File: src/core/rcp_pkg.sv
// package: constants, register map and carrier types for the clear/preset control block
package rcp_pkg;

    // ********************************************************************
    // sizes
    // ********************************************************************
    localparam int unsigned CELLS   = 8;  // cell_unit registers per cluster
    localparam int unsigned CLUSTER = 4;  // logic_cluster count
    localparam int unsigned NREG    = CELLS * CLUSTER;

    // ********************************************************************
    // register map (byte offsets)
    // ********************************************************************
    localparam logic [11:0] OFS_CTRL    = 12'h000;
    localparam logic [11:0] OFS_DATA    = 12'h004;
    localparam logic [11:0] OFS_Q       = 12'h008;
    localparam logic [11:0] OFS_INITV   = 12'h00C;
    localparam logic [11:0] OFS_CLRA    = 12'h010;
    localparam logic [11:0] OFS_CLRB    = 12'h014;
    localparam logic [11:0] OFS_PRE     = 12'h018;
    localparam logic [11:0] OFS_CLRSEL  = 12'h01C;
    localparam logic [11:0] OFS_STATUS  = 12'h020;

    // ctrl fields
    localparam int unsigned CTRL_RST_EN = 0;  // chip-wide reset function on
    localparam int unsigned CTRL_GPIO_O = 1;  // pin drive value in gpio mode
    localparam int unsigned CTRL_GPIO_D = 2;  // pin drive enable in gpio mode
    localparam int unsigned CTRL_LOAD   = 3;  // write 1: capture data input

    // status fields
    localparam int unsigned STA_PIN     = 0;
    localparam int unsigned STA_CHIPRST = 1;

    localparam logic [31:0] CTRL_RESET  = 32'h0000_0000;
    localparam logic [31:0] ZERO_WORD   = 32'h0000_0000;

    // ********************************************************************
    // carrier types
    // ********************************************************************
    typedef struct packed {
        logic [1:0] clr;  // two independent clears per cluster
        logic       pre;  // one preset per cluster
    } rcp_ctl_s;

    typedef struct packed {
        logic [CELLS-1:0] d;
        logic [CELLS-1:0] init;
        logic [CELLS-1:0] csel;
        logic             load;
    } rcp_cell_in_s;

    typedef enum logic [1:0] {
        RCP_IDLE   = 2'b00,
        RCP_ACCESS = 2'b01
    } rcp_phase_e;

endpackage

File: src/core/rcp_cluster.sv
// one logic cluster: cell_unit registers sharing clear and preset lines
`timescale 1ns/10ps
`default_nettype none
module rcp_cluster (
    input  wire logic                          pclk,
    input  wire logic                          presetn,
    input  wire logic                          chip_reset,
    input  wire logic                          init_req,
    input  wire rcp_pkg::rcp_ctl_s             ctl,
    input  wire rcp_pkg::rcp_cell_in_s         cin,
    output logic [rcp_pkg::CELLS-1:0]          q
);

    // ********************************************************************
    // cell registers
    // ********************************************************************
    genvar i;
    generate
        for (i = 0; i < rcp_pkg::CELLS; i++) begin : g_cell
            wire logic clr_i;
            assign clr_i = cin.csel[i] ? ctl.clr[1] : ctl.clr[0];
            always_ff @(posedge pclk or negedge presetn) begin
                if (!presetn) begin
                    q[i] <= 1'b0;
                end else if (chip_reset) begin
                    q[i] <= 1'b0;
                end else if (init_req) begin
                    q[i] <= cin.init[i];
                end else if (clr_i) begin
                    q[i] <= 1'b0;
                end else if (ctl.pre) begin
                    q[i] <= 1'b1;
                end else if (cin.load) begin
                    q[i] <= cin.d[i];
                end
            end
        end
    endgenerate

endmodule
`default_nettype wire

File: src/core/rcp_top.sv
// top: APB register file, chip-wide reset pin and logic clusters
//
// The register offsets and register access over APB were chosen for this implementation.
`timescale 1ns/10ps
`default_nettype none
module rcp_top (
    input  wire logic        pclk,
    input  wire logic        presetn,
    input  wire logic        psel,
    input  wire logic        penable,
    input  wire logic        pwrite,
    input  wire logic [11:0] paddr,
    input  wire logic [31:0] pwdata,
    input  wire logic [3:0]  pstrb,
    output logic [31:0]      prdata,
    output logic             pready,
    output logic             pslverr,
    input  wire logic        chip_reset_low_pad,
    output logic             chip_reset_low_drv,
    output logic             chip_reset_low_oe_n
);

    // ********************************************************************
    // registers
    // ********************************************************************
    logic [31:0] ctrl;
    logic [31:0] data_in;
    logic [31:0] initv;
    logic [31:0] clra;
    logic [31:0] clrb;
    logic [31:0] pre;
    logic [31:0] clrsel;
    logic        load_pulse;
    logic        init_req;
    logic        pin_s1;
    logic        pin_s2;
    logic [31:0] prdata_q;
    wire  logic [rcp_pkg::NREG-1:0] q_all;
    wire  logic  rst_en;
    wire  logic  chip_reset;

    // ********************************************************************
    // apb phase tracker
    // ********************************************************************
    rcp_pkg::rcp_phase_e phase;
    rcp_pkg::rcp_phase_e next_phase;
    wire logic           setup;
    wire logic           in_access;
    wire logic           rd_setup;

    // a setup cycle arms the access phase; penable without it is ignored
    assign setup     = psel & ~penable;
    assign in_access = phase == rcp_pkg::RCP_ACCESS;
    assign rd_setup  = setup & ~pwrite;

    always_comb begin
        case (phase)
            rcp_pkg::RCP_IDLE: begin
                next_phase = setup ? rcp_pkg::RCP_ACCESS : rcp_pkg::RCP_IDLE;
            end
            rcp_pkg::RCP_ACCESS: begin
                // no wait states: one access cycle ends the transfer
                next_phase = setup ? rcp_pkg::RCP_ACCESS : rcp_pkg::RCP_IDLE;
            end
            default: begin
                next_phase = rcp_pkg::RCP_IDLE;
            end
        endcase
    end

    always_ff @(posedge pclk or negedge presetn) begin
        if (!presetn) begin
            phase <= rcp_pkg::RCP_IDLE;
        end else begin
            phase <= next_phase;
        end
    end

    // ********************************************************************
    // apb decode
    // ********************************************************************
    wire logic access;
    wire logic wr;
    wire logic hit_ctrl;
    wire logic hit_data;
    wire logic hit_q;
    wire logic hit_init;
    wire logic hit_clra;
    wire logic hit_clrb;
    wire logic hit_pre;
    wire logic hit_csel;
    wire logic hit_sta;
    wire logic mapped;
    wire logic [31:0] wmask;

    assign access   = psel & penable & in_access;
    assign wr       = access & pwrite;
    assign hit_ctrl = paddr == rcp_pkg::OFS_CTRL;
    assign hit_data = paddr == rcp_pkg::OFS_DATA;
    assign hit_q    = paddr == rcp_pkg::OFS_Q;
    assign hit_init = paddr == rcp_pkg::OFS_INITV;
    assign hit_clra = paddr == rcp_pkg::OFS_CLRA;
    assign hit_clrb = paddr == rcp_pkg::OFS_CLRB;
    assign hit_pre  = paddr == rcp_pkg::OFS_PRE;
    assign hit_csel = paddr == rcp_pkg::OFS_CLRSEL;
    assign hit_sta  = paddr == rcp_pkg::OFS_STATUS;
    assign mapped   = hit_ctrl | hit_data | hit_q | hit_init | hit_clra
                    | hit_clrb | hit_pre | hit_csel | hit_sta;
    assign wmask    = {{8{pstrb[3]}}, {8{pstrb[2]}},
                       {8{pstrb[1]}}, {8{pstrb[0]}}};

    assign pready  = 1'b1;
    assign pslverr = access & ~mapped;
    assign prdata  = prdata_q;

    function automatic logic [31:0] merge(input logic [31:0] old,
                                          input logic [31:0] nw,
                                          input logic [31:0] m);
        merge = (old & ~m) | (nw & m);
    endfunction

    // ********************************************************************
    // register writes
    // ********************************************************************
    // only one clear A, clear B and preset bit exists per cluster
    localparam logic [31:0] CL_MASK = {{(32 - rcp_pkg::CLUSTER){1'b0}},
                                       {rcp_pkg::CLUSTER{1'b1}}};

    wire logic we_ctrl;
    wire logic we_data;
    wire logic we_init;
    wire logic we_clra;
    wire logic we_clrb;
    wire logic we_pre;
    wire logic we_csel;
    // one write enable per register, taken in the access cycle
    assign we_ctrl = wr & hit_ctrl;
    assign we_data = wr & hit_data;
    assign we_init = wr & hit_init;
    assign we_clra = wr & hit_clra;
    assign we_clrb = wr & hit_clrb;
    assign we_pre  = wr & hit_pre;
    assign we_csel = wr & hit_csel;

    always_ff @(posedge pclk or negedge presetn) begin
        if (!presetn) begin
            ctrl <= rcp_pkg::CTRL_RESET;
        end else if (we_ctrl) begin
            ctrl <= merge(ctrl, pwdata, wmask);
        end
    end

    always_ff @(posedge pclk or negedge presetn) begin
        if (!presetn) begin
            data_in <= rcp_pkg::ZERO_WORD;
        end else if (we_data) begin
            data_in <= merge(data_in, pwdata, wmask);
        end
    end

    always_ff @(posedge pclk or negedge presetn) begin
        if (!presetn) begin
            initv <= rcp_pkg::ZERO_WORD;
        end else if (we_init) begin
            initv <= merge(initv, pwdata, wmask);
        end
    end

    always_ff @(posedge pclk or negedge presetn) begin
        if (!presetn) begin
            clra <= rcp_pkg::ZERO_WORD;
        end else if (we_clra) begin
            clra <= merge(clra, pwdata, wmask) & CL_MASK;
        end
    end

    always_ff @(posedge pclk or negedge presetn) begin
        if (!presetn) begin
            clrb <= rcp_pkg::ZERO_WORD;
        end else if (we_clrb) begin
            clrb <= merge(clrb, pwdata, wmask) & CL_MASK;
        end
    end

    always_ff @(posedge pclk or negedge presetn) begin
        if (!presetn) begin
            pre <= rcp_pkg::ZERO_WORD;
        end else if (we_pre) begin
            pre <= merge(pre, pwdata, wmask) & CL_MASK;
        end
    end

    always_ff @(posedge pclk or negedge presetn) begin
        if (!presetn) begin
            clrsel <= rcp_pkg::ZERO_WORD;
        end else if (we_csel) begin
            clrsel <= merge(clrsel, pwdata, wmask);
        end
    end

    // load strobe: a write of one to the load bit of ctrl
    always_ff @(posedge pclk or negedge presetn) begin
        if (!presetn) begin
            load_pulse <= 1'b0;
        end else begin
            load_pulse <= wr & hit_ctrl & pstrb[0]
                        & pwdata[rcp_pkg::CTRL_LOAD];
        end
    end

    // power-up initialisation after presetn or a chip reset is released
    always_ff @(posedge pclk or negedge presetn) begin
        if (!presetn) begin
            init_req <= 1'b1;
        end else begin
            // re-armed while chip reset holds, applied on its release
            init_req <= chip_reset;
        end
    end

    // ********************************************************************
    // chip-wide reset pin
    // ********************************************************************
    always_ff @(posedge pclk or negedge presetn) begin
        if (!presetn) begin
            pin_s1 <= 1'b1;
            pin_s2 <= 1'b1;
        end else begin
            pin_s1 <= chip_reset_low_pad;
            pin_s2 <= pin_s1;
        end
    end

    assign rst_en     = ctrl[rcp_pkg::CTRL_RST_EN];
    assign chip_reset = rst_en & ~pin_s2;
    // gpio mode only when the reset function is off
    assign chip_reset_low_drv  = ctrl[rcp_pkg::CTRL_GPIO_O];
    assign chip_reset_low_oe_n = ~(~rst_en & ctrl[rcp_pkg::CTRL_GPIO_D]);

    // ********************************************************************
    // read mux
    // ********************************************************************
    wire logic [31:0] status;
    wire logic [31:0] rmux;
    assign status[31:2]                 = 30'h0000_0000;
    assign status[rcp_pkg::STA_PIN]     = pin_s2;
    assign status[rcp_pkg::STA_CHIPRST] = chip_reset;
    assign rmux = hit_ctrl ? ctrl
                : hit_data ? data_in
                : hit_q    ? q_all
                : hit_init ? initv
                : hit_clra ? clra
                : hit_clrb ? clrb
                : hit_pre  ? pre
                : hit_csel ? clrsel
                : hit_sta  ? status
                : rcp_pkg::ZERO_WORD;

    always_ff @(posedge pclk or negedge presetn) begin
        if (!presetn) begin
            prdata_q <= rcp_pkg::ZERO_WORD;
        end else if (rd_setup) begin
            prdata_q <= rmux;
        end
    end

    // ********************************************************************
    // clusters
    // ********************************************************************
    genvar c;
    generate
        for (c = 0; c < rcp_pkg::CLUSTER; c++) begin : g_cl
            rcp_pkg::rcp_ctl_s     ctl;
            rcp_pkg::rcp_cell_in_s cin;
            localparam int unsigned LO = c * rcp_pkg::CELLS;
            // shared lines: two clears and one preset per cluster
            assign ctl.clr = {clrb[c], clra[c]};
            assign ctl.pre = pre[c];
            assign cin.d    = data_in[LO +: rcp_pkg::CELLS];
            assign cin.init = initv[LO +: rcp_pkg::CELLS];
            assign cin.csel = clrsel[LO +: rcp_pkg::CELLS];
            assign cin.load = load_pulse;
            rcp_cluster u_cl (
                .pclk       (pclk),
                .presetn    (presetn),
                .chip_reset (chip_reset),
                .init_req   (init_req),
                .ctl        (ctl),
                .cin        (cin),
                .q          (q_all[LO +: rcp_pkg::CELLS])
            );
        end
    endgenerate

endmodule
`default_nettype wire

File: config.mk
export PLATFORM = sky130hd
export DESIGN_NAME = rcp_top
export DESIGN_NICKNAME = d
export VERILOG_FILES = /design/src/core/rcp_pkg.sv /design/src/core/rcp_cluster.sv /design/src/core/rcp_top.sv
export SDC_FILE = /design/constraint.sdc
export NUM_CORES = 1
export LEC_CHECK = 0
export BUFFER_PORTS_ARGS = -buffer_cell sky130_fd_sc_hd__buf_4
export CORE_MARGIN = 5
export CORE_UTILIZATION = 45
export CTS_CLUSTER_DIAMETER = 50
export DETAILED_ROUTE_END_ITERATION = 6
export SLEW_MARGIN = 20
export SYNTH_ARGS = -nofsm -noshare
export SYNTH_HDL_FRONTEND = slang
export SYNTH_HIERARCHICAL = 1
export SYNTH_SLANG_ARGS = --single-unit
File: constraint.sdc
create_clock -name pclk -period 2.4 [get_ports pclk]
set_input_delay 0.24 -clock pclk [delete_from_list [all_inputs] [get_ports pclk]]
set_output_delay 0.24 -clock pclk [all_outputs]
set_load 0.05 [all_outputs]
==> impl_results.md, run 1 <==
* Outcome: completed
* P_int at roughly 6.4 mW
* Post-route insts no fill at 1362
* Sequential share of power at 42.5%
* Initial Utilization at 45.3%
* WP data required at 2.81 ns
* FF+latch count, synth at 209
* Root buffer cell: clkbuf_16
* Final wirelength at between 20000 and 30000 um
* DP Worst Slack at 0.0860 ns
* Via count at 7830
* Setup total negative slack at 0 ns
* Switching power at about 2.2 mW
* Hold Slack at 0.0280 ns
* Worst slew pin tran at 0.711 ns
* H-tree depth at 1
* Fmax at around 0.45 GHz
* Vias in the first global route at 8036
* Sw frac at between 20% and 30%
* CTS resizes at 0
* Sequential fraction of the synthesis area at 49.6%
* Crit path time final at 2.23 ns
* GRT Residual Overflow at 0
* Ports at 90
* Main synth FF type: dfrtp_1
* Die Area at 26600 sq um
* Synth cell types at 52
* Post-CTS Setup Bufs at 0
* DRT Pass-1 Iters at 5
* Worst IR Drop VDD at 0.000652 V
* PnR Total Power at approximately 8.5 mW
* Clk pwr share at 48.0%
* Clock Pin Slew Worst Setup and Hold Paths at ~0.060 ns
* Post-synthesis cell area at 10500 sq um
* Die height at between 150 and 200 um
* Leading cell type in the layout, fill and taps excluded: dfrtp_1
* CTS Sinks at 209
* Area delta synth->final at 23.3%
* Hold Path Class: input pin to flip-flop
* WL/cell at 21.7 um
* WP buf/inv at 0
* Drt initial violations at ~580
* Avg Inst Size Synth at roughly 12 sq um
* PwrDens at 656 nW/um^2
* Post-synth EDFFs at 0
* Unrepaired setup endpoints after global routing: false
* Ant. Diodes at 0
* # nets final at 1075
* Comb power frac at a little under a tenth
* Clock latency at the later pin of the worst-skew pair at 0.53 ns
* CP peak stage delay at 0.52 ns
* Vias per cell at between 5 and 6
* Data arrival, critical path at 2.64 ns
* Setup crit end kind: flip-flop
* Final Max Slew Viols at 0
* Clock tree buffer depth at 3
* Die W at roughly 160 um
* Number of routed nets with antenna violations at 0
* Detailed placement HPWL at slightly below 20000 um
* Placed inst area at 11700 sq um
* Crit path max fanout at 5
* Final Hold Violating Endpoints at 0
* Synthesized Nets at 936
* Max_cap viols at 0
* Post-route setup slack at between 0.15 and 0.2 ns
* Final Util at 55.9%
* Slew margin rel. at 52.5%
* Synth async-reset ratio at 100%
* RePlAce Congestion at roughly 0.86
* Cell Chain, Critical Path: and4_1 > nand2_2 > or3_1 > nor3_4 > mux2_2
* Final Cell Area at approximately 13000 sq um
* CP max-delay cell: or3_1
* Leakage power at 6.13 nW
* CTS tree: yes
* Top Family by Delay on Critical Path: simple AND/OR/NAND/NOR gates
* Worst setup SP type: flip-flop
* Share of cells above drive strength 1 at 38.3%
* Max Clock Skew at 0.00935 ns
* Fillers at between 2000 and 2500
* Warnings from Yosys at 6
* Initial antenna violation count at 0
* # setup viols final at 0
* Largest net degree at the start of global routing at between 70 and 80
* Port bufs at 88
* Remaining DRCs at 0
* First-pass GRT wire length at 46800 um
* Fin crit share at between 90% and 100%
* # rows at 56
* Num CTS Buffers at 28
* Gr usage total at 22.5%
* Cells after DPL at 1277
* Synth Instances at about 880
* Commonest non-fill, non-tap cells in the layout: 205 x dfrtp_1, 150 x mux2_2, 131 x buf_4, 49 x nand2_1, 46 x o21ai_0
* Setup Crit Path Kind: flip-flop to flip-flop
* Core ar. at 23300 sq um
==> cell usage after synthesis (3+ instances only) <==
| cell type | count | area, sq um |
|---|---|---|
| buf_1 | 18 | 67.6 |
| dfstp_2 | 3 | 78.8 |
| nor2b_1 | 41 | 257 |
| buf_2 | 11 | 55.1 |
| nor3_1 | 22 | 110 |
| a21oi_1 | 17 | 85.1 |
| a211o_2 | 24 | 240 |
| mux4_2 | 3 | 67.6 |
| mux2_2 | 150 | 1690 |
| a22o_1 | 11 | 96.3 |
| dfrtp_1 | 206 | 5150 |
| nor2_1 | 40 | 150 |
| nand2_1 | 49 | 184 |
| a22oi_1 | 9 | 67.6 |
| nand2b_1 | 18 | 113 |
| nor2_4 | 13 | 146 |
| a32o_1 | 32 | 320 |
| a221oi_1 | 7 | 61.3 |
| a211oi_1 | 16 | 120 |
| mux2i_1 | 40 | 400 |
| a32oi_1 | 6 | 52.6 |
| a211o_1 | 20 | 175 |
| clkbuf_1 | 21 | 78.8 |
| nor2_2 | 4 | 25.0 |
| o21ai_0 | 46 | 230 |
| o22ai_1 | 7 | 43.8 |
| buf_6 | 8 | 90.1 |
| buf_4 | 3 | 22.5 |
| and2_1 | 3 | 18.8 |
==> layout make-up <==
type	count	area (sq um)	share of cell area (%)
multi-input cells	609	4990	38.4
inverters	3	11.3	0.0866
well taps	319	399	3.07
flip-flops and latches	209	5240	40.3
repair buffers	170	1430	11.0
clock inverters	14	118	0.905
clock buffers	38	820	6.30
==> final timing paths <==
| check | start | end | slack [ns] | cells past startpoint |
|---|---|---|---|---|
| min in group asynchronous | presetn | g_cl[2].u_cl/q[5] | 0.27 | 2 |
| max in group asynchronous | presetn | asynchronous set/reset pin | 1.33 | 3 |
| worst max register to register | phase[0] | flip-flop | 0.17 | 5 |
| worst min register to register | pin_s1 | pin_s2 | 0.36 | 0 |
| worst max-delay path | phase[0] | flip-flop | 0.17 | 5 |
| worst min-delay path | pwdata[0] | flip-flop | 0.03 | 2 |
==> power groups by stage <==
stage	Clock [mW]	Combinational, mW	Sequential, mW
floorplan	0	0.195	3.88
finish	4.09	0.811	3.62
CTS	4.18	0.820	3.62
global route	4.34	0.871	3.63
detailed placement	0	0.776	3.68
global placement	0	0.774	3.68
==> cells by family (layout without fill, tap and decap cells) <==
family,Yosys count,count (layout),share of synthesized area [%]
and+or+nand+nor,210,210,11.7
buffers and inverters,64,225,3.09
muxes,195,195,20.7
DFF,209,209,49.6
AOI/OAI and AO/OA,203,203,14.8
other,1,1,0.0356
==> per-layer routing <==
metal  GRT usage (%)  wire [um]
met5               0          0
met2            36.1      14100
met1            32.0      13400
met3            3.28       1390
met4            6.18        693
==> timing repair <==
item / 4_1_cts / 5_1_grt
setup endpoints to repair: 0 / 0
hold buffers: 33 / 0
hold endpoints to repair: 187 / 0
No activity file was read; power rests on OpenSTA's default activity.
==> run 2: changes to the inputs <==
--- a/config.mk
+++ b/config.mk
@@ -7,7 +7,7 @@
 export LEC_CHECK = 0
 export BUFFER_PORTS_ARGS = -buffer_cell sky130_fd_sc_hd__buf_4
 export CORE_MARGIN = 5
-export CORE_UTILIZATION = 45
+export CORE_UTILIZATION = 40
 export CTS_CLUSTER_DIAMETER = 50
 export DETAILED_ROUTE_END_ITERATION = 6
 export SLEW_MARGIN = 20
==> run 2 against run 1 <==
Compared with the run above:
- cell area shrank 0.92%
- clock power shrank 4%
- wire length grew 1.2%
- largest power group unchanged
- critical path depth grew 2
- sequential share of layout area grew 0.38 points
- sequential power is essentially flat
- non-clock buffer count shrank 13
- first-iteration DRC count grew 7.3%
- fmax grew 5.7%
- register-to-register slack gained 0.12 ns
- largest cell class unchanged
- combinational power is essentially flat
- power shrank 1.8%
==> impl_results.md, run 2 (synthesized netlist as in run 1, its figures left out) <==
* Setup Crit Path Kind: input pin to flip-flop
* Hold Slack at 0.0226 ns (-0.00540 ns)
* Worst IR Drop VDD at 0.000507 V (-22%)
* Worst slew pin tran at 0.823 ns (+0.112 ns)
* Leakage power at 6.04 nW (-1.5%)
* Area delta synth->final at 22.2%
* Core ar. at 26000 sq um (+12%)
* Ports at 90 (unchanged)
* Max_cap viols at 0 (unchanged)
* Final Max Slew Viols at 0 (unchanged)
* Vias per cell at 5.70 (-0.94%)
* DP Worst Slack at -0.0474 ns (-0.133 ns)
* Via count at 7751 (-1.0%)
* Outcome: completed
* # setup viols final at 0 (unchanged)
* CP max-delay cell: dlygate4sd3_1
* Drt initial violations at 620 (+7.3%)
* Port bufs at 88 (unchanged)
* Number of routed nets with antenna violations at 0 (unchanged)
* Clock Pin Slew Worst Setup and Hold Paths at 0.06 ns (about the same)
* Crit path time final at 2.11 ns (-0.120 ns)
* Data arrival, critical path at 2.52 ns (-0.12 ns)
* PnR Total Power at 8.38 mW (-1.8%)
* Final Hold Violating Endpoints at 0 (unchanged)
* CP peak stage delay at 0.53 ns (about the same)
* Die Area at 29700 sq um (+12%)
* Unrepaired setup endpoints after global routing: false
* GRT Residual Overflow at 0 (unchanged)
* Post-route setup slack at 0.289 ns (+0.120 ns)
* Cell Chain, Critical Path: dlygate4sd3_1 > buf_4 > and4_1 > nand2_2 > or3_1 > nor3_4 > mux2_2
* CTS resizes at 0 (unchanged)
* Detailed placement HPWL at 19500 um (-0.46%)
* Hold Path Class: input pin to flip-flop
* WP data required at 2.81 ns (about the same)
* Remaining DRCs at 0 (unchanged)
* Num CTS Buffers at 26 (-7.1%)
* H-tree depth at 1 (unchanged)
* Die W at 172 um (+5.7%)
* Gr usage total at 20.5% (-2.0 points)
* # rows at 59 (+5.4%)
* Commonest non-fill, non-tap cells in the layout: 205 x dfrtp_1, 150 x mux2_2, 118 x buf_4, 49 x nand2_1, 46 x o21ai_0
* Max Clock Skew at 0.00621 ns (-0.00314 ns)
* Clock latency at the later pin of the worst-skew pair at 0.53 ns (about the same)
* Root buffer cell: clkbuf_16
* Setup total negative slack at 0 ns (unchanged)
* Fmax at 0.474 GHz (+5.7%)
* RePlAce Congestion at 0.846 (-1.5%)
* First-pass GRT wire length at 47600 um (+1.8%)
* Clock tree buffer depth at 3 (unchanged)
* Post-CTS Setup Bufs at 0 (unchanged)
* Post-route insts no fill at 1361 (-0.073%)
* # nets final at 1060 (-1.4%)
* Worst setup SP type: input pin
* Initial antenna violation count at 0 (unchanged)
* WL/cell at 22.0 um (+1.3%)
* Share of cells above drive strength 1 at 37.2% (-1.0 points)
* Leading cell type in the layout, fill and taps excluded: dfrtp_1
* Final wirelength at 29900 um (+1.2%)
* Cells after DPL at 1282 (+0.39%)
* Setup crit end kind: flip-flop
* Ant. Diodes at 0 (unchanged)
* CTS Sinks at 209 (unchanged)
* DRT Pass-1 Iters at 5 (unchanged)
* Crit path max fanout at 4 (-1)
* CTS tree: yes
* Slew margin rel. at 45.0% (-7.4 points)
* Fin crit share at 88.0% (-5.0 points)
* Initial Utilization at 40.6% (-4.7 points)
* Vias in the first global route at 8132 (+1.2%)
* Largest net degree at the start of global routing at 72 (-2.7%)
* PwrDens at 650 nW/um^2 (-0.87%)
* Hold_buf cts at 31 (-6.1%)
* Die height at 172 um (+5.7%)
[run 2: layout make-up]
type | instances | area, sq um
inverters | 3 | 11.3
repair buffers | 157 | 1350
multi-input cells | 609 | 4990
well taps | 335 | 419
flip-flops and latches | 209 | 5240
clock inverters | 15 | 178
fillers | 2383 | 13100
clock buffers | 33 | 697
[run 2: metal layers]
layer | global-route usage [%] | wire length [um] | up-vias
li1 | - | - | 3554
met1 | 29.5 | 13600 | 3902
met2 | 32.7 | 13900 | 242
met3 | 3.06 | 1650 | 53
met4 | 5.26 | 761 | 0
met5 | 0 | 0 | -
[run 2: where the power goes]
part | internal [mW] | switching, mW
Sequential | 3.59 | 0.0396
Clock | 2.39 | 1.55
Combinational | 0.275 | 0.535
Total | 6.25 | 2.13
[run 2: metrics by stage]
| stage | util, % | instance area, sq um |
|---|---|---|
| 4_1_cts | 49.6 | 12900 |
| 6_report | 49.6 | 12900 |
| 2_1_floorplan | - | 10500 |
| 5_1_grt | 49.6 | 12900 |
| 3_5_place_dp | 45.0 | 11700 |
| 3_3_place_gp | 45.0 | 11700 |
[run 2: path summary, 6_finish.rpt]
path	from	to	slack, ns	cells past startpoint
max	penable	flip-flop	0.29	7
min	pwdata[3]	load_pulse	0.02	2
max reg2reg	phase[0]	flip-flop	0.29	5
min reg2reg	pin_s1	pin_s2	0.36	0
max in group asynchronous	presetn	prdata[27]	1.33	3
min in group asynchronous	presetn	prdata[20]	0.27	2
[run 2: worst max-delay path: cells and delay by family]
kind / cells / cell delay, ns
and+or+nand+nor: 4 / 1.26
buffers and inverters: 2 / 0.64
muxes: 1 / 0.38
